==> src/verilog/crb_defines.svh <==
// offsets, field positions, reset values and timing counts for the can receive buffering block
`ifndef CRB_DEFINES_SVH
`define CRB_DEFINES_SVH

// clock and bit rate limits
`define CRB_CLK_HZ            100000000
`define CRB_MAX_BIT_RATE_BPS  1000000
`define CRB_MIN_BIT_CYC       (`CRB_CLK_HZ / `CRB_MAX_BIT_RATE_BPS)
`define CRB_DIV_RESET         16'h01f4

// message buffer layout
`define CRB_BUF_BYTES         13
`define CRB_DLR_IDX           4'hc
`define CRB_MAX_DLC           4'h8

// register word byte addresses
`define CRB_ADR_CTRL          9'h000
`define CRB_ADR_FLAG          9'h004
`define CRB_ADR_BITDIV        9'h008
`define CRB_ADR_TXFLAG        9'h00c
`define CRB_ADR_RXWIN_BLK     3'h1
`define CRB_ADR_TX0_BLK       3'h2
`define CRB_TX_BUFS           3

// control register fields
`define CRB_CTRL_LOOPBACK     0
`define CRB_CTRL_RXIE         1
`define CRB_CTRL_OVRIE        2

// receiver flag register fields
`define CRB_FLAG_RXF          0
`define CRB_FLAG_OVR          1

`endif

==> src/verilog/crb_pkg.sv <==
// shared types of the can receive buffering block
package crb_pkg;

   typedef logic [7:0]                crb_byte_t;
   typedef logic [12:0][7:0]          crb_frame_t;
   typedef logic [3:0]                crb_idx_t;

endpackage

==> src/verilog/crb_rx_buffering.sv <==
// can receive buffering: two-stage receive queue, transmit buffers and wishbone registers
//
// Behaviour
// - transmit pin low dominant, high recessive
// - frames of zero to eight data bytes
// - bit rate capped at one megabit
// - receive queue two messages deep
// - only foreground buffer visible to cpu
// - each buffer thirteen bytes long
// - full flag marks accepted foreground message
// - capture into background while filtering
// - background overwritten by every frame unless a message waits there
// - copy to foreground only while empty
// - receive interrupt on full unless masked
// - ready again right after interframe space
// - own frames stay in background only
// - loop-back treats own frames normally
// - lost arbitration turns node into receiver
// - third accepted message dropped, overrun flagged
// - transmit still works while queue full
// - three transmit buffers
`timescale 1ns/100ps
`include "crb_defines.svh"

module crb_rx_buffering
   import crb_pkg::*;
(
   // clock and reset
   input  wire logic        i_clk,
   input  wire logic        i_rst_b,
   // wishbone slave
   input  wire logic        i_wb_cyc,
   input  wire logic        i_wb_stb,
   input  wire logic        i_wb_we,
   input  wire logic [8:0]  i_wb_adr,
   input  wire logic [3:0]  i_wb_sel,
   input  wire logic [31:0] i_wb_dat,
   output logic [31:0]      o_wb_dat,
   output logic             o_wb_ack,
   // bus pins
   input  wire logic        i_bus_receive_pin,
   output logic             o_bus_transmit_pin,
   // protocol engine, receive side
   input  wire logic        i_rx_sof,
   input  wire logic        i_rx_wr,
   input  wire crb_idx_t    i_rx_idx,
   input  wire crb_byte_t   i_rx_data,
   input  wire logic        i_rx_eof_ok,
   input  wire logic        i_filter_hit,
   input  wire logic        i_transmitting,
   input  wire logic        i_arb_lost,
   output logic             o_rx_level,
   output logic             o_ack_allowed,
   output logic             o_bit_tick,
   // protocol engine, transmit side
   input  wire logic        i_tx_level,
   input  wire crb_idx_t    i_tx_rd_idx,
   input  wire logic        i_tx_done,
   output logic             o_tx_req,
   output logic [1:0]       o_tx_sel,
   output crb_byte_t        o_tx_byte,
   // interrupt lines
   output logic             o_rx_irq,
   output logic             o_ovr_irq
);

   // ------------------------------------------------------------
   // pin synchroniser and transmit pin
   logic       rx_meta_q;
   logic       rx_sync_q;
   logic       tx_pin_q;

   // receive pin passes two flops; transmit pin resets recessive
   always_ff @(posedge i_clk or negedge i_rst_b) begin
      if (!i_rst_b) begin
         rx_meta_q <= 1'b1;
         rx_sync_q <= 1'b1;
         tx_pin_q  <= 1'b1;
      end else begin
         rx_meta_q <= i_bus_receive_pin;
         rx_sync_q <= rx_meta_q;
         tx_pin_q  <= i_tx_level;
      end
   end

   // synced level and registered pin out
   assign o_rx_level         = rx_sync_q;
   assign o_bus_transmit_pin = tx_pin_q;

   // ------------------------------------------------------------
   // wishbone decode
   logic        req;
   logic        wr_stb;
   logic        rd_stb;
   logic [8:0]  adr_w;
   logic [2:0]  blk;
   crb_idx_t    widx;
   logic        hit_ctrl;
   logic        hit_flag;
   logic        hit_div;
   logic        hit_txf;
   logic        hit_rxwin;
   logic        hit_txb;
   logic [1:0]  txb_num;
   logic        ack_q;

   // one request per ack, then address decode
   assign req       = i_wb_cyc && i_wb_stb && !ack_q;
   assign wr_stb    = req && i_wb_we;
   assign rd_stb    = req && !i_wb_we;
   assign adr_w     = {i_wb_adr[8:2], 2'b00};
   assign blk       = i_wb_adr[8:6];
   assign widx      = i_wb_adr[5:2];
   assign hit_ctrl  = (adr_w == `CRB_ADR_CTRL);
   assign hit_flag  = (adr_w == `CRB_ADR_FLAG);
   assign hit_div   = (adr_w == `CRB_ADR_BITDIV);
   assign hit_txf   = (adr_w == `CRB_ADR_TXFLAG);
   assign hit_rxwin = (blk == `CRB_ADR_RXWIN_BLK) && (widx < 4'(`CRB_BUF_BYTES));
   assign hit_txb   = (blk >= `CRB_ADR_TX0_BLK)
                    && (blk < `CRB_ADR_TX0_BLK + 3'(`CRB_TX_BUFS))
                    && (widx < 4'(`CRB_BUF_BYTES));
   assign txb_num   = 2'(blk - `CRB_ADR_TX0_BLK);

   // ------------------------------------------------------------
   // software registers
   logic        loopback_q;
   logic        rxie_q;
   logic        ovrie_q;
   logic [15:0] div_q;

   // control and divider writes honour byte lanes
   always_ff @(posedge i_clk or negedge i_rst_b) begin
      if (!i_rst_b) begin
         loopback_q <= 1'b0;
         rxie_q     <= 1'b0;
         ovrie_q    <= 1'b0;
         div_q      <= `CRB_DIV_RESET;
      end else begin
         if (wr_stb && hit_ctrl && i_wb_sel[0]) begin
            loopback_q <= i_wb_dat[`CRB_CTRL_LOOPBACK];
            rxie_q     <= i_wb_dat[`CRB_CTRL_RXIE];
            ovrie_q    <= i_wb_dat[`CRB_CTRL_OVRIE];
         end
         if (wr_stb && hit_div && i_wb_sel[0]) begin
            div_q[7:0] <= i_wb_dat[7:0];
         end
         if (wr_stb && hit_div && i_wb_sel[1]) begin
            div_q[15:8] <= i_wb_dat[15:8];
         end
      end
   end

   // bit rate enable
   crb_bit_rate u_bit_rate (
      .i_clk   (i_clk),
      .i_rst_b (i_rst_b),
      .i_div   (div_q),
      .o_tick  (o_bit_tick)
   );

   // ------------------------------------------------------------
   // own frame tracking
   logic own_q;

   // frame starts as own while transmitting; losing arbitration drops it
   always_ff @(posedge i_clk or negedge i_rst_b) begin
      if (!i_rst_b) begin
         own_q <= 1'b0;
      end else if (i_arb_lost) begin
         own_q <= 1'b0;
      end else if (i_rx_sof) begin
         own_q <= i_transmitting;
      end
   end

   logic own_now;
   logic own_blocked;

   // own status of the frame now being received
   assign own_now       = i_rx_sof ? i_transmitting : (own_q && !i_arb_lost);
   assign own_blocked   = own_now && !loopback_q;
   assign o_ack_allowed = !own_blocked;

   // ------------------------------------------------------------
   // background stage
   logic       bg_pend_q;
   crb_frame_t bg_frame;

   crb_bg_buffer u_bg (
      .i_clk   (i_clk),
      .i_rst_b (i_rst_b),
      .i_wr    (i_rx_wr),
      .i_idx   (i_rx_idx),
      .i_data  (i_rx_data),
      .i_lock  (bg_pend_q),
      .o_frame (bg_frame)
   );

   // ------------------------------------------------------------
   // queue control
   logic       full_q;
   logic       ovr_q;
   logic       clr_full;
   logic       clr_ovr;
   logic       full_eff;
   logic       accepted;
   logic       promote;
   logic       copy_new;
   logic       park_new;
   logic       overrun;
   logic       copy_fg;
   logic       full_d;
   logic       pend_d;
   logic       ovr_d;

   assign clr_full = wr_stb && hit_flag && i_wb_sel[0] && i_wb_dat[`CRB_FLAG_RXF];
   assign clr_ovr  = wr_stb && hit_flag && i_wb_sel[0] && i_wb_dat[`CRB_FLAG_OVR];
   assign full_eff = full_q && !clr_full;

   // accepted frames are good, filtered and not a suppressed own frame
   assign accepted = i_rx_eof_ok && i_filter_hit && !own_blocked;
   assign promote  = clr_full && bg_pend_q;
   assign copy_new = accepted && !bg_pend_q && !full_eff;
   assign park_new = accepted && !bg_pend_q && full_eff;
   assign overrun  = accepted && bg_pend_q;
   assign copy_fg  = promote || copy_new;

   // next values of the queue flags
   assign full_d = copy_fg ? 1'b1 : full_eff;
   assign pend_d = park_new ? 1'b1 : (promote ? 1'b0 : bg_pend_q);
   assign ovr_d  = overrun ? 1'b1 : (ovr_q && !clr_ovr); // set wins

   // queue flags
   always_ff @(posedge i_clk or negedge i_rst_b) begin
      if (!i_rst_b) begin
         full_q    <= 1'b0;
         bg_pend_q <= 1'b0;
         ovr_q     <= 1'b0;
      end else begin
         full_q    <= full_d;
         bg_pend_q <= pend_d;
         ovr_q     <= ovr_d;
      end
   end

   // foreground stage
   crb_frame_t fg_q;

   always_ff @(posedge i_clk or negedge i_rst_b) begin
      if (!i_rst_b) begin
         fg_q <= '0;
      end else if (copy_fg) begin
         fg_q <= bg_frame;
      end
   end

   // interrupt lines gated by enables
   assign o_rx_irq  = full_q && rxie_q;
   assign o_ovr_irq = ovr_q && ovrie_q;

   // ------------------------------------------------------------
   // transmit buffers
   crb_byte_t  txb_q [`CRB_TX_BUFS][`CRB_BUF_BYTES];
   logic [2:0] txe_q;
   logic [2:0] txe_set;
   logic [2:0] txe_clr;
   logic [2:0] txe_d;
   logic [2:0] tx_ready;

   // lowest ready buffer goes first
   assign tx_ready = ~txe_q;
   assign o_tx_req = |tx_ready;
   assign o_tx_sel = tx_ready[0] ? 2'd0 : (tx_ready[1] ? 2'd1 : 2'd2);
   assign txe_clr  = (wr_stb && hit_txf && i_wb_sel[0]) ? i_wb_dat[2:0] : 3'b000;

   genvar g;
   generate
      for (g = 0; g < `CRB_TX_BUFS; g++) begin : g_txe
         // done marks the buffer empty again, and wins over a clear
         assign txe_set[g] = i_tx_done && o_tx_req && (o_tx_sel == 2'(g));
         assign txe_d[g]   = txe_set[g] || (txe_q[g] && !txe_clr[g]);
      end
   endgenerate

   // empty flags, all empty after reset
   always_ff @(posedge i_clk or negedge i_rst_b) begin
      if (!i_rst_b) begin
         txe_q <= 3'b111;
      end else begin
         txe_q <= txe_d;
      end
   end

   // buffer array write port, no reset on storage
   always_ff @(posedge i_clk) begin
      if (wr_stb && hit_txb && i_wb_sel[0]) begin
         txb_q[txb_num][widx] <= i_wb_dat[7:0];
      end
   end

   // byte fetch for the engine, one cycle late
   crb_idx_t tx_idx_safe;

   assign tx_idx_safe = (i_tx_rd_idx < 4'(`CRB_BUF_BYTES)) ? i_tx_rd_idx : 4'h0;

   always_ff @(posedge i_clk or negedge i_rst_b) begin
      if (!i_rst_b) begin
         o_tx_byte <= 8'h00;
      end else begin
         o_tx_byte <= txb_q[o_tx_sel][tx_idx_safe];
      end
   end

   // ------------------------------------------------------------
   // read mux
   logic [31:0] rd_mux;

   assign rd_mux = hit_ctrl  ? {29'h0, ovrie_q, rxie_q, loopback_q}
                 : hit_flag  ? {30'h0, ovr_q, full_q}
                 : hit_div   ? {16'h0, div_q}
                 : hit_txf   ? {29'h0, txe_q}
                 : hit_rxwin ? {24'h0, fg_q[widx]}
                 : hit_txb   ? {24'h0, txb_q[txb_num][widx]}
                 : 32'h0000_0000;

   // single-cycle acknowledge with registered data
   always_ff @(posedge i_clk or negedge i_rst_b) begin
      if (!i_rst_b) begin
         ack_q    <= 1'b0;
         o_wb_dat <= 32'h0000_0000;
      end else begin
         ack_q <= req;
         if (rd_stb) begin
            o_wb_dat <= rd_mux;
         end
      end
   end

   assign o_wb_ack = ack_q;

endmodule

==> src/verilog/crb_bit_rate.sv <==
// bit rate divider producing a one-cycle bit enable
`timescale 1ns/100ps
`include "crb_defines.svh"

module crb_bit_rate
   import crb_pkg::*;
(
   // clock and reset
   input  wire logic        i_clk,
   input  wire logic        i_rst_b,
   // configuration
   input  wire logic [15:0] i_div,
   // enable out
   output logic             o_tick
);

   localparam logic [15:0] MIN_DIV = 16'(`CRB_MIN_BIT_CYC);

   logic [15:0] cnt_q;
   logic [15:0] cnt_d;
   logic [15:0] div_eff;
   logic        wrap;

   // divider never runs faster than the top bit rate
   assign div_eff = (i_div < MIN_DIV) ? MIN_DIV : i_div;
   assign wrap    = (cnt_q >= div_eff - 16'h0001);
   assign cnt_d   = wrap ? 16'h0000 : cnt_q + 16'h0001;

   // free running count
   always_ff @(posedge i_clk or negedge i_rst_b) begin
      if (!i_rst_b) begin
         cnt_q  <= 16'h0000;
         o_tick <= 1'b0;
      end else begin
         cnt_q  <= cnt_d;
         o_tick <= wrap;
      end
   end

endmodule

==> src/verilog/crb_bg_buffer.sv <==
// background receive buffer filled by the protocol engine
`timescale 1ns/100ps
`include "crb_defines.svh"

module crb_bg_buffer
   import crb_pkg::*;
(
   // clock and reset
   input  wire logic       i_clk,
   input  wire logic       i_rst_b,
   // byte writes from the protocol engine
   input  wire logic       i_wr,
   input  wire crb_idx_t   i_idx,
   input  wire crb_byte_t  i_data,
   // hold contents while a pending message waits
   input  wire logic       i_lock,
   // buffer contents
   output crb_frame_t      o_frame
);

   // data length code saturates at eight bytes
   function automatic crb_byte_t clamp_dlr(input crb_byte_t b);
      clamp_dlr = {b[7:4], (b[3:0] > `CRB_MAX_DLC) ? `CRB_MAX_DLC : b[3:0]};
   endfunction

   logic take;

   // every frame overwrites unless a pending one is held
   assign take = i_wr && !i_lock && (i_idx < 4'(`CRB_BUF_BYTES));

   // byte store
   always_ff @(posedge i_clk or negedge i_rst_b) begin
      if (!i_rst_b) begin
         o_frame <= '0;
      end else if (take) begin
         if (i_idx == `CRB_DLR_IDX) begin
            o_frame[i_idx] <= clamp_dlr(i_data);
         end else begin
            o_frame[i_idx] <= i_data;
         end
      end
   end

endmodule

==> config.mk <==
export PLATFORM = sky130hd
export DESIGN_NAME = crb_rx_buffering
export DESIGN_NICKNAME = d
export VERILOG_FILES = /design/src/verilog/crb_pkg.sv /design/src/verilog/crb_rx_buffering.sv /design/src/verilog/crb_bit_rate.sv /design/src/verilog/crb_bg_buffer.sv
export VERILOG_INCLUDE_DIRS = /design/src /design/src/verilog
export SDC_FILE = /design/constraint.sdc
export NUM_CORES = 1
export LEC_CHECK = 0
export BUFFER_PORTS_ARGS = -buffer_cell sky130_fd_sc_hd__buf_4
export CAP_MARGIN = 40
export CORE_ASPECT_RATIO = 1.75
export CORE_MARGIN = 10
export CORE_UTILIZATION = 50
export DETAILED_ROUTE_END_ITERATION = 7
export PLACE_DENSITY = 0.67
export SKIP_CTS_REPAIR_TIMING = 1
export SYNTH_ARGS = -nofsm -noshare
export SYNTH_HDL_FRONTEND = slang
export SYNTH_HIERARCHICAL = 1
export SYNTH_SLANG_ARGS = --single-unit
export TNS_END_PERCENT = 100
==> constraint.sdc <==
create_clock -name i_clk -period 8.2 [get_ports i_clk]
set_clock_uncertainty 0.2 [all_clocks]
set_input_delay 0.82 -clock i_clk [delete_from_list [all_inputs] [get_ports i_clk]]
set_output_delay 0.82 -clock i_clk [all_outputs]
set_load 0.02 [all_outputs]
; Word level (Yosys, flattened, before mapping)
; Memories as Yosys holds them, arrays and structs flattened.
; Index checks and enable logic that the tools add are counted.
[totals]
register_bits = 295
mem_bits_rw = 312
in_bits = 75
out_inout_bits = 50
wordCells = 174
mem_count = 1
[mem_list]
columns = memory, depth, width, read_ports, rd_clocked_by_memory_dff, wr, line
row1 = txb_q, 3, 104, 2, 0, 1, crb_rx_buffering.sv:263  ; crb_byte_t txb_q [`CRB_TX_BUFS][`CRB_BUF_BYTES];
[classes]
addsub = 3
n_lt_le_gt_ge = 14
eq_ne = 7
muxes = 37
bitwise = 3
reduce_logical = 65
[ops]
columns = op, n
row1 = 104-bit bitwise mux, 2
row2 = 104-bit two-way mux, 2
row3 = 8-bit binary-select mux with 4-bit select, 3
row4 = 16-bit two-way mux, 5
row5 = 8-bit two-way mux, 10
row6 = 8-bit demux with 4-bit select, 2
row7 = 1-bit logical AND, 44
row8 = 16-bit by 1-bit adder with 16-bit output (second input constant), 1
row9 = 16-bit >= comparator, 1
row10 = 16-bit by 7-bit less-than comparator with 1-bit output (second input constant), 1
row11 = 16-bit by 1-bit subtractor with 16-bit output (second input constant), 1
row12 = 7-bit by 2-bit equality test with 1-bit output (second input constant), 2
row13 = 1-bit logical NOT, 12
row14 = 4-bit less-than comparator (second input constant), 3
row15 = 5-bit >= comparator (second input constant), 2
row16 = 4-bit by 5-bit less-than comparator with 1-bit output (second input constant), 2
row17 = 4-bit NOT with 5-bit output, 2
row18 = 9-bit logical NOT, 1
row19 = 1-bit two-way mux, 8
row20 = 4-bit two-way mux, 2
row21 = 7-bit by 1-bit equality test with 1-bit output (second input constant), 1
row22 = 5-bit by 1-bit less-than comparator with 1-bit output (second input constant), 1
row23 = 4-bit equality test (second input constant), 1
row24 = 4-bit by 1-bit >= comparator with 1-bit output (second input constant), 1
row25 = other kinds (14), 19

; Logic depth before layout (Yosys ltp)
; Gate-level depths: netlist of run 1.
[depth]
word_depth = 12
depth_mapped = 17
mapped_depth_nobuf = 15

; Modules after synthesis
; Netlist of run 1, hierarchy kept.
[by_module_without_submodules]
columns = module, n_inst, cells_each, area_per_inst_um2, seq_area_each_um2
row1 = crb_rx_buffering, 1, 1688, 22778.1, 13337.8
row2 = crb_bg_buffer, 1, 242, 4131.5, 2602.5
row3 = crb_bit_rate, 1, 163, 1387.6, 425.4

; Worst setup path before layout of run 1
; Ideal clock, no wire load.
[synth_path]
path_type = reg-to-reg
startpoint = reg div_q[11]
endpoint = reg u_bit_rate.cnt_q[10]
t_arrival_ns = 4.182
required_ns = 7.868
slack_ns = 3.687
path_stages_with_launch = 18
path_buffers = 2
synth_period_minus_slack_ns = 4.513
cell_sequence = dfrtp_1 > or3_1 > nor4b_2 > nand2_1 > nand2_1 > ha_1 > or3b_1 > or2_0 > buf_2 > or4_1 > a21oi_1 > ha_1 > nand4_1 > nor2_1 > o2111ai_1 > o211ai_1 > clkbuf_1 > nor2_1
[synth_via]
elab_chain_cells = 5
[synth_lines]
columns = item, line
row1 = from (decl), crb_rx_buffering.sv:129  ; logic [15:0] div_q;
row2 = from (signal assigned), crb_rx_buffering.sv:137  ; div_q <= `CRB_DIV_RESET;
row3 = from (signal assigned), crb_rx_buffering.sv:148  ; div_q[15:8] <= i_wb_dat[15:8];
row4 = 16-bit by 7-bit less-than comparator with 1-bit output, crb_bit_rate.sv:25  ; assign div_eff = (i_div < MIN_DIV) ? MIN_DIV : i_div;
row5 = 16-bit two-way mux *, crb_bit_rate.sv:25
row6 = 16-bit by 1-bit subtractor with 16-bit output *, crb_bit_rate.sv:26  ; assign wrap = (cnt_q >= div_eff - 16'h0001);
row7 = 16-bit >= comparator *, crb_bit_rate.sv:26
row8 = named net u_bit_rate.wrap, crb_bit_rate.sv:22  ; logic wrap;
row9 = 16-bit two-way mux *, crb_bit_rate.sv:27  ; assign cnt_d = wrap ? 16'h0000 : cnt_q + 16'h0001;
row10 = named net u_bit_rate.cnt_d[10], crb_bit_rate.sv:20  ; logic [15:0] cnt_d;
row11 = to (signal assigned), crb_bit_rate.sv:35  ; cnt_q <= cnt_d;
row12 = to (decl), crb_bit_rate.sv:19  ; logic [15:0] cnt_q;
; The timed path passes the listed nets; every way through them passes the cells marked *.
; A chain may end at the register's enable or synchronous reset.

; Final worst setup path of run 1
[layout_path]
startpoint = reg div_q[11]
endpoint = reg u_bit_rate.cnt_q[3]
[layout_via]
elab_chain_cells = 5
[layout_lines]
columns = item, line
row1 = 16-bit by 7-bit less-than comparator with 1-bit output, crb_bit_rate.sv:25
row2 = 16-bit two-way mux *, crb_bit_rate.sv:25
row3 = 16-bit by 1-bit subtractor with 16-bit output *, crb_bit_rate.sv:26
row4 = 16-bit >= comparator *, crb_bit_rate.sv:26
row5 = 16-bit two-way mux *, crb_bit_rate.sv:27
row6 = named net u_bit_rate.cnt_d[3], crb_bit_rate.sv:20
; Marked as above.

==> results.ini, run 1 <==
[die]
fp.coreArea_mm2 = 0.05612
die_x_um = 199.8
ios = 125
rows = 115
initial_core_util = 0.5043
dieArea_mm2 = 0.06688
die_h_um = 334.7

[routing]
ant_nets = 0
wl_per_cell_um = 27.49
drtPass1Iterations = 8
vias = 18290
drt_wl_total_mm = 79.60
via_per_inst = 6.315
drt_iter0_markers = 1945
drc = 3

[layout]
stdcell_count = 2896
finish.utilization = 0.5605
finalNetCount = 2243
drive_above_1_share = 0.2767
areaGrowthSynthToFinish_pct = 11.16
antenna_cells = 0

[synthesis]
netlist_instances = 2093
ys_ff_latch = 591
synth_area_per_cell_um2 = 13.52
yosysSeqAreaShare = 0.5784
synthArstFlopShare = 0.4721
synth_cell_types = 73
synth_edf_count = 312
syn_area_mm2 = 0.02830
synth_ff_type = edfxtp_1
ys_warn_count = 6

[run]
maxCapViolCount = 0

[timing]
finalHoldViolCount = 1
rsz0062_at_grt = false
maxSlewViolCount = 0
fin_hold_ws_ns = -0.00002154
relSlewSlack = 0.3178
min_period_over_period = 0.5781
tightest_slew_ns = 1.023
finalCriticalPeriod_ns = 4.741
max_freq_mhz = 210.9
setup_viol = 0
setup_slack_ns = 3.459
setup_tns_ns = 0

[clock_tree]
cts_buffers = 52
root_buffer = clkbuf_16
htreeDepth = 2
clk_pin_slew_worst_paths_ns = 0.07
worstSkewPairLatency_ns = 0.61
clockBufferDepth = 3
tritoncts = done
clock-sinks = 591

[place]
io_buffers = 88
hpwl_mm = 52.82
place_ws_ns = 3.455
gp_congestion = 0.9217
dp.cells = 2798

[power]
powerDensity_mw_per_mm2 = 204.1
leakage_uw = 0.01332
peakVddDrop_uv = 181.3

[run_status]
violations = design-rule violations, negative hold slack
status = finished, violations left

[worst_setup_path]
cp_max_fo = 17
r2r_start = div_q[11]
critPathKind = flip-flop to flip-flop
rr_endpoint = u_bit_rate/cnt_q[3]
reg2reg_setup_slack_ns = 3.46
crit_required_ns = 8.48
rr_worst_depth = 16
crit_path_start_kind = flip-flop
worstSetupEndpointType = flip-flop
arrival_ns = 5.02

[global_routing]
grt_max_degree = 196
antenna_found_initial = 2
overflow = 0
grt_pass1_wl_mm = 118.7
grt_pass1_vias = 18670
track_usage = 0.2365

[min_path]
hold_class = input port to asynchronous set/reset pin

==> worst max path at each step <==
stage | start | end | slack (ns) | cells past startpoint
final | div_q[11] | u_bit_rate/cnt_q[3] | 3.46 | 16
after global routing | div_q[11] | u_bit_rate/cnt_q[8] | 3.00 | 16
after CTS | div_q[11] | u_bit_rate/cnt_q[3] | 3.43 | 16
after detailed placement | div_q[11] | u_bit_rate/cnt_q[3] | 3.46 | 16
after global placement | div_q[11] | u_bit_rate/cnt_q[11] | 3.59 | 16
after floorplan | div_q[11] | u_bit_rate/cnt_q[10] | 3.69 | 17
==> placed cells by master, fill, tap and decap left out, types with 59 or more instances in the layout <==
master	instances
nand2_1	79
edfxtp_1	312
mux2i_1	156
o21ai_0	59
a211oi_1	96
mux2_2	213
buf_4	128
nor2_1	232
a21oi_1	106
dfrtp_1	267
mux2_4	73
==> synthesized netlist by cell type, drive strengths merged (3+ instances only) <==
| cell type | n | share of area |
|---|---|---|
| xnor2 | 16 | 0.0050 |
| mux4 | 54 | 0.043 |
| nand2 | 88 | 0.012 |
| nand4 | 9 | 0.0020 |
| nand3 | 15 | 0.0027 |
| inv | 9 | 0.0012 |
| nor2 | 233 | 0.031 |
| a211oi | 96 | 0.025 |
| o41ai | 3 | 0.00093 |
| o211ai | 11 | 0.0029 |
| or4 | 3 | 0.00080 |
| nor2b | 7 | 0.0015 |
| o21ai | 59 | 0.010 |
| a2111oi | 4 | 0.0012 |
| and3 | 6 | 0.0019 |
| mux2 | 286 | 0.12 |
| a22o | 17 | 0.0053 |
| nor3 | 24 | 0.0048 |
| or2 | 6 | 0.0013 |
| a211o | 10 | 0.0031 |
| ha | 18 | 0.0080 |
| nand2b | 13 | 0.0029 |
| a32oi | 6 | 0.0019 |
| a21o | 4 | 0.0011 |
| dfrtp | 267 | 0.24 |
| xor2 | 9 | 0.0028 |
| o31ai | 3 | 0.00080 |
| o22ai | 4 | 0.0014 |
| o311ai | 9 | 0.0028 |
| clkbuf | 69 | 0.0092 |
| a22oi | 6 | 0.0016 |
| buf | 85 | 0.018 |
| edfxtp | 312 | 0.33 |
| o221ai | 3 | 0.00093 |
| or3b | 4 | 0.0012 |
| or3 | 9 | 0.0023 |
| a21oi | 106 | 0.019 |
| dfstp | 12 | 0.011 |
| and2 | 4 | 0.00088 |
| mux2i | 156 | 0.055 |
| a31oi | 12 | 0.0027 |
==> logic make-up (layout without fill, tap and decap cells) <==
kind of cell / after synthesis / count (layout) / synth area share
AO/OA/AOI/OAI: 363 / 363 / 0.08428
adder cells (fa/ha/maj): 18 / 18 / 0.007959
buffers and inverters: 165 / 251 / 0.02905
other: 1 / 16 / 0.0001325
XOR/XNOR: 25 / 25 / 0.007738
AND/OR/NAND/NOR: 434 / 434 / 0.07083
flip-flops: 591 / 591 / 0.5784
multiplexers: 496 / 496 / 0.2217
==> where the power goes <==
group,switching (uW),leakage [uW],total (uW),internal (uW)
logic,330,0.00584,517,187
clock network,1120,0.000913,2660,1540
registers,48.1,0.00657,3240,3200
total,1500,0.0133,6420,4930
==> area by class of cell <==
type | instances | area, um2
clock buffer | 72 | 1509
clock inverter | 26 | 342.8
fill | 4513 | 24660
inverter | 11 | 41.29
multi-input combinational | 1352 | 11180
sequential | 591 | 16370
tap | 702 | 878.3
timing repair buffer | 142 | 1132
==> critical path: stages, from the launching register on <==
cell       delay (ns)
dfrtp_1          0.44
or3_1            0.47
nor4b_2          0.52
nand2_1          0.23
nand2_1          0.14
ha_1             0.22
or3b_1           0.37
or2_0            0.32
or4_1            0.45
a21oi_1          0.18
ha_1             0.16
nand4_1          0.11
nor2_1           0.16
o2111ai_1        0.15
o211ai_1         0.18
buf_4            0.25
nor2_1           0.08
==> metal layers <==
layer  track usage  share of wire  up-vias
met4        0.1487          0.069        4
li1              -              -     7988
met3       0.03230          0.058      232
met5             0        0.00036        -
met1        0.2728           0.36     9263
met2        0.4054           0.51      802
==> registers in the layout, summed over array words and instances (netlist names), named ones only <==
| register | count |
|---|---|
| o_wb_dat | 16 |
| o_bus_transmit_pin | 1 |
| u_bg/o_frame | 52 |
| rx_meta_q | 1 |
| txb_q | 312 |
| o_wb_ack | 1 |
| fg_q | 104 |
| u_bit_rate/cnt_q | 16 |
| o_rx_level | 1 |
| o_tx_byte | 8 |
| full_q | 1 |
| div_q | 16 |
| own_q | 1 |
| ovrie_q | 1 |
| loopback_q | 1 |
| rxie_q | 1 |
| u_bit_rate/o_tick | 1 |
| bg_pend_q | 1 |
| txe_q | 3 |
| ovr_q | 1 |
==> per-stage QoR <==
stage               power, uW  instance area (um2)
floorplan                3593                28350
global placement         3800                29340
detailed placement       3817                29600
CTS                      6451                31450
global route             6607                31450
finish                   6421                31450
No activity file was read; power rests on OpenSTA's default activity.
==> run 2: changes to the inputs <==
--- a/config.mk
+++ b/config.mk
@@ -6,6 +6,7 @@
 export SDC_FILE = /design/constraint.sdc
 export NUM_CORES = 1
 export LEC_CHECK = 0
+export ABC_AREA = 1
 export BUFFER_PORTS_ARGS = -buffer_cell sky130_fd_sc_hd__buf_4
 export CAP_MARGIN = 40
 export CORE_ASPECT_RATIO = 1.75
==> constraint.sdc (replaced) <==
create_clock -name i_clk -period 4.4 [get_ports i_clk]
set_clock_uncertainty 0.2 [all_clocks]
set_input_delay 0.44 -clock i_clk [delete_from_list [all_inputs] [get_ports i_clk]]
set_output_delay 0.44 -clock i_clk [all_outputs]
set_load 0.02 [all_outputs]
==> results.ini, run 2 <==
[layout]
finish.utilization = 0.5701
finalNetCount = 3099
largest_register_ffs = 312
top_register = txb_q
layout.cells.most_common = nand2_1
final_cell_mix = nand2_1 (940), edfxtp_1 (312), dfrtp_1 (267)
areaGrowthSynthToFinish_pct = 13.00
drive_above_1_share = 0.1525
fill_cells = 4827
fin_area_mm2 = 0.03207
top_regs = txb_q (312), fg_q (104), u_bg/o_frame (52)

[place]
hpwl_mm = 60.85
place_ws_ns = 0.7806
io_buffers = 88
placed_area_mm2 = 0.03003
gp_congestion = 0.9910

[die]
die_x_um = 200.1
fp.coreArea_mm2 = 0.05626
rows = 115
initial_core_util = 0.5045
die_h_um = 335.2
ios = 125
dieArea_mm2 = 0.06707

[min_path]
min-delay-start = i_rx_data[0]
worstHoldPathCells = 3
holdPathEnd = u_bg/o_frame[96]
hold_class = input port to flip-flop

[global_routing]
overflow = 0
grt_max_degree = 86
track_usage = 0.2601
grt_pass1_vias = 22740
grt_pass1_wl_mm = 134.3
antenna_found_initial = 2

[synthesis]
syn_area_mm2 = 0.02838
yosysSeqAreaShare = 0.5766
synth_ff_type = edfxtp_1
netlist_instances = 2909
synth_edf_count = 312
synthTopCellsByCount = nand2_1 (940), edfxtp_1 (312), dfrtp_1 (267)
ys_ff_latch = 591
ys_warn_count = 6
yosysTopAreaCellShare = 0.3301
synthArstFlopShare = 0.4721
synth_area_per_cell_um2 = 9.757
yosysMostFrequentCell = nand2_1
yosys.area.top_type = edfxtp_1
synth_cell_types = 56
synth.area.top_cells = edfxtp_1 (33%), dfrtp_1 (24%), nand2_1 (12%), nand3_1 (3.5%), nor2_1 (2.4%)

[worst_setup_path]
crit_required_ns = 4.71
r2r_start = div_q[10]
worstSetupEndpointType = flip-flop
critPathKind = flip-flop to flip-flop
rr_worst_depth = 21
cp_cell_sequence = nor2_2 -> nand2_2 -> nor2_4 -> nand3_4 -> nand2_1 -> ha_1 -> nand2_1 -> nor2_4 -> nand4_4 -> nor2_4 -> nand2_1 -> nand2_1 -> nand2_1 -> ha_1 -> nand2_1 -> inv_1 -> nand3_1 -> inv_1 -> a21oi_1 -> nand3_2 -> nor2_1
slowest_stage = dfrtp_1
path_common_cell = nand2_1
arrival_ns = 3.94
rr_endpoint = u_bit_rate/cnt_q[7]
cp_max_fo = 17
cpPeakStageDelay_ns = 0.46
reg2reg_setup_slack_ns = 0.77
crit_path_start_kind = flip-flop

[clock_tree]
cts_buffers = 52
clockBufferDepth = 3
clk_pin_slew_worst_paths_ns = 0.07
clock-sinks = 591
htreeDepth = 2
tritoncts = done
worstSkewPairLatency_ns = 0.60
root_buffer = clkbuf_16

[routing]
via_per_inst = 5.800
ant_nets = 0
wl_per_cell_um = 23.53
drt_wl_total_mm = 89.67
drtPass1Iterations = 6
drt_iter0_markers = 2039
drc = 0
vias = 22110

[power]
powerDensity_mw_per_mm2 = 380.0
leakage_uw = 0.01427
peakVddDrop_uv = 385.6

[timing]
setup_slack_ns = 0.7663
setup_tns_ns = 0
min_period_over_period = 0.8258
finalHoldViolCount = 0
max_freq_mhz = 275.2
finalCriticalPeriod_ns = 3.634
tightest_slew_ns = 0.9013
relSlewSlack = 0.3985
maxSlewViolCount = 0
setup_viol = 0
rsz0062_at_grt = false

[run_status]
status = finished clean

[run]
maxCapViolCount = 0

run 2: routing by layer:
layer / vias to the layer above / global-route usage / part of all wire
met2: 1034 / 0.4595 / 0.51
met5: - / 0 / 0.00010
met3: 335 / 0.03012 / 0.060
li1: 10050 / - / -
met1: 10680 / 0.2731 / 0.34
met4: 2 / 0.2206 / 0.093
run 2: cell families after synthesis:
group                    count (synthesis)  share of synthesized area
flip-flops                             591                     0.5766
buffers and inverters                  352                    0.05598
XOR/XNOR                                19                   0.005863
AND/OR/NAND/NOR                       1434                     0.2187
other                                    1                  0.0001321
multiplexers                           100                    0.04496
adder cells (fa/ha/maj)                 18                   0.007935
AO/OA/AOI/OAI                          394                    0.08984
run 2: final cells by class:
| class | count | area [um2] | area share |
|---|---|---|---|
| Multi-Input combinational cell | 1981 | 10500 | 0.3273 |
| Sequential cell | 591 | 16370 | 0.5103 |
| Inverter | 192 | 720.7 | 0.02247 |
| Clock buffer | 79 | 1575 | 0.04911 |
| Antenna cell | 1 | 2.502 | 0.00007802 |
| Clock inverter | 19 | 296.5 | 0.009246 |
| Timing Repair Buffer | 188 | 1664 | 0.05188 |
| Tap cell | 760 | 950.9 | 0.02965 |
run 2: per-stage QoR:
stage                     instances  hold WS, ns  power, uW
after global routing           3811     0.005857      12540
after floorplan                2924     -0.05559       6701
final                          3811     0.002811      12190
after detailed placement       3695       0.1521       7288
after CTS                      3793      -0.3210      12200
after global placement         3692       0.1490       7257
run 2: critical path, delay by kind of cell (launching register included):
| kind | cells | cell delay, ns |
|---|---|---|
| AND/OR/NAND/NOR | 16 | 2.12 |
| flip-flops | 1 | 0.46 |
| buffers and inverters | 2 | 0.08 |
| adder cells (fa/ha/maj) | 2 | 0.48 |
| AO/OA/AOI/OAI | 1 | 0.19 |
run 2: worst max-delay path by stage:
stage	start	endpoint	slack, ns	depth (start not counted)
final	div_q[10]	u_bit_rate/cnt_q[7]	0.77	21
after global routing	div_q[10]	u_bit_rate/cnt_q[11]	0.38	21
after CTS	div_q[10]	u_bit_rate/cnt_q[7]	0.74	21
after detailed placement	div_q[10]	u_bit_rate/cnt_q[7]	0.78	21
after global placement	div_q[10]	u_bit_rate/cnt_q[11]	0.78	21
after floorplan	div_q[10]	u_bit_rate/cnt_q[7]	1.28	22
run 2: power by group:
part / internal (uW) / switching (uW)
clock network: 2900 / 2080
logic: 340 / 878
registers: 5930 / 57.8
total: 9170 / 3020
==> run 3: changes to the inputs <==
==> constraint.sdc (replaced) <==
create_clock -name i_clk -period 3.8 [get_ports i_clk]
set_clock_uncertainty 0.2 [all_clocks]
set_input_delay 0.38 -clock i_clk [delete_from_list [all_inputs] [get_ports i_clk]]
set_output_delay 0.38 -clock i_clk [all_outputs]
set_load 0.02 [all_outputs]
==> results.ini, run 3 (same netlist as run 2, synthesis figures left out) <==
[routing]
wl_per_cell_um = 24.02
vias = 22580
ant_nets = 0
drc = 0
drt_wl_total_mm = 92.60
via_per_inst = 5.857
drt_iter0_markers = 1890
drtPass1Iterations = 6

[power]
switching_share = 0.2601
p_sw_uw = 3673
clkPwrFrac = 0.405
p_seq_frac = 0.492
peakVddDrop_uv = 477.6
leakage_uw = 0.01443
p_int_uw = 10450
p_comb_frac = 0.103
powerDensity_mw_per_mm2 = 436.0

[worst_setup_path]
worstSetupEndpointType = flip-flop
slowest_stage = dfrtp_1
critPathKind = flip-flop to flip-flop
cpPeakStageDelay_ns = 0.40
crit_path_start_kind = flip-flop
crit_required_ns = 4.10
cp_max_fo = 17
path_common_cell = nand2_1
arrival_ns = 3.74
cp_cell_sequence = inv_1 -> nand2_1 -> nor2_4 -> nand3_4 -> nand2_1 -> ha_1 -> nand2_1 -> nor2_4 -> nand4_4 -> nor2_4 -> nand2_1 -> nand2_1 -> nand2_1 -> ha_1 -> nand2_1 -> inv_1 -> nand3_1 -> nor3_1 -> nand2_1 -> nand3_4 -> nor2_1

[clock_tree]
clock-sinks = 591
clk_pin_slew_worst_paths_ns = 0.07
cts_buffers = 54
worstSkewPairLatency_ns = 0.64
tritoncts = done
clockBufferDepth = 3
root_buffer = clkbuf_16
htreeDepth = 2

[timing]
max_freq_mhz = 291.2
setup_viol = 0
min_period_over_period = 0.9036
maxSlewViolCount = 0
relSlewSlack = 0.3747
finalCriticalPeriod_ns = 3.434
fin_hold_ws_ns = -0.003587
tightest_slew_ns = 0.9379
rsz0062_at_grt = false
setup_slack_ns = 0.3663
setup_tns_ns = 0
finalHoldViolCount = 2

[place]
placed_area_mm2 = 0.03024
place_ws_ns = 0.2362
hpwl_mm = 63.24
gp_congestion = 0.9833
io_buffers = 88

[run]
maxCapViolCount = 0

[die]
die_h_um = 335.2
die_x_um = 200.1
fp.coreArea_mm2 = 0.05626
dieArea_mm2 = 0.06707
initial_core_util = 0.5045
rows = 115
ios = 125

[layout]
areaGrowthSynthToFinish_pct = 14.09
largest_register_ffs = 312
finalNetCount = 3141
final_cell_mix = nand2_1 (940), edfxtp_1 (312), dfrtp_1 (267)
drive_above_1_share = 0.1610
top_register = txb_q
layout.cells.most_common = nand2_1
fin_area_mm2 = 0.03238
top_regs = txb_q (312), fg_q (104), u_bg/o_frame (52)

[global_routing]
overflow = 0
track_usage = 0.2710
antenna_found_initial = 2
grt_pass1_wl_mm = 139.4
grt_max_degree = 83
grt_pass1_vias = 23100

[min_path]
hold_class = input port to flip-flop

[run_status]
violations = negative hold slack
status = finished, violations left

==> run 3: layer usage <==
layer  vias up  track usage  share of wire
met5         -            0        0.00022
met4         2       0.2251          0.088
met3       331      0.04026          0.069
met2      1115       0.4764           0.50
met1     10990       0.2828           0.34
li1      10140            -              -
==> run 3: layout make-up <==
cell class              count  area (um2)
clock buffers              65        1443
well taps                 760       950.9
repair buffers            228        1984
flip-flops and latches    591       16370
clock inverters            37       406.6
fillers                  4795       23880
diodes                      1       2.502
inverters                 192       720.7
multi-input cells        1981       10510
==> run 3: worst max-delay path: cells and delay by family, from the launching register on <==
kind	cells	cell delay [ns]
flops	1	0.40
buf+inv	2	0.15
simple gates	17	2.06
fa+ha+maj	2	0.47
==> run 3: final timing paths <==
| path | slack [ns] | to | depth (start not counted) | from |
|---|---|---|---|---|
| setup / recovery | 0.37 | u_bit_rate/cnt_q[13] | 21 | div_q[12] |
| hold / removal | -0.004 | o_tx_byte[4] | 4 | i_tx_rd_idx[0] |
| setup reg to reg | 0.37 | u_bit_rate/cnt_q[13] | 21 | div_q[12] |
| hold reg to reg | 0.16 | o_rx_level | 0 | rx_meta_q |
| max in group asynchronous | 2.26 | txe_q[1] | 3 | i_rst_b |
| min in group asynchronous | 0.13 | o_tx_byte[5] | 2 | i_rst_b |
==> run 3: per-stage QoR <==
| stage | power, uW | hold slack (ns) | utilization | instances |
|---|---|---|---|---|
| floorplan | 7760 | -0.1156 | - | 2924 |
| global placement | 8444 | 0.1495 | 0.5372 | 3723 |
| detailed placement | 8470 | 0.1478 | 0.5376 | 3724 |
| CTS | 14120 | -0.4666 | 0.5704 | 3826 |
| global route | 14520 | 0.01713 | 0.5755 | 3854 |
| finish | 14120 | -0.003587 | 0.5756 | 3855 |
==> run 3: power groups by stage <==
stage	registers, uW	logic (uW)	clock network [uW]
after CTS	6940	1400	5770
after global routing	6950	1540	6030
after detailed placement	7070	1400	0
after floorplan	7090	674	0
final	6940	1450	5720
after global placement	7070	1380	0
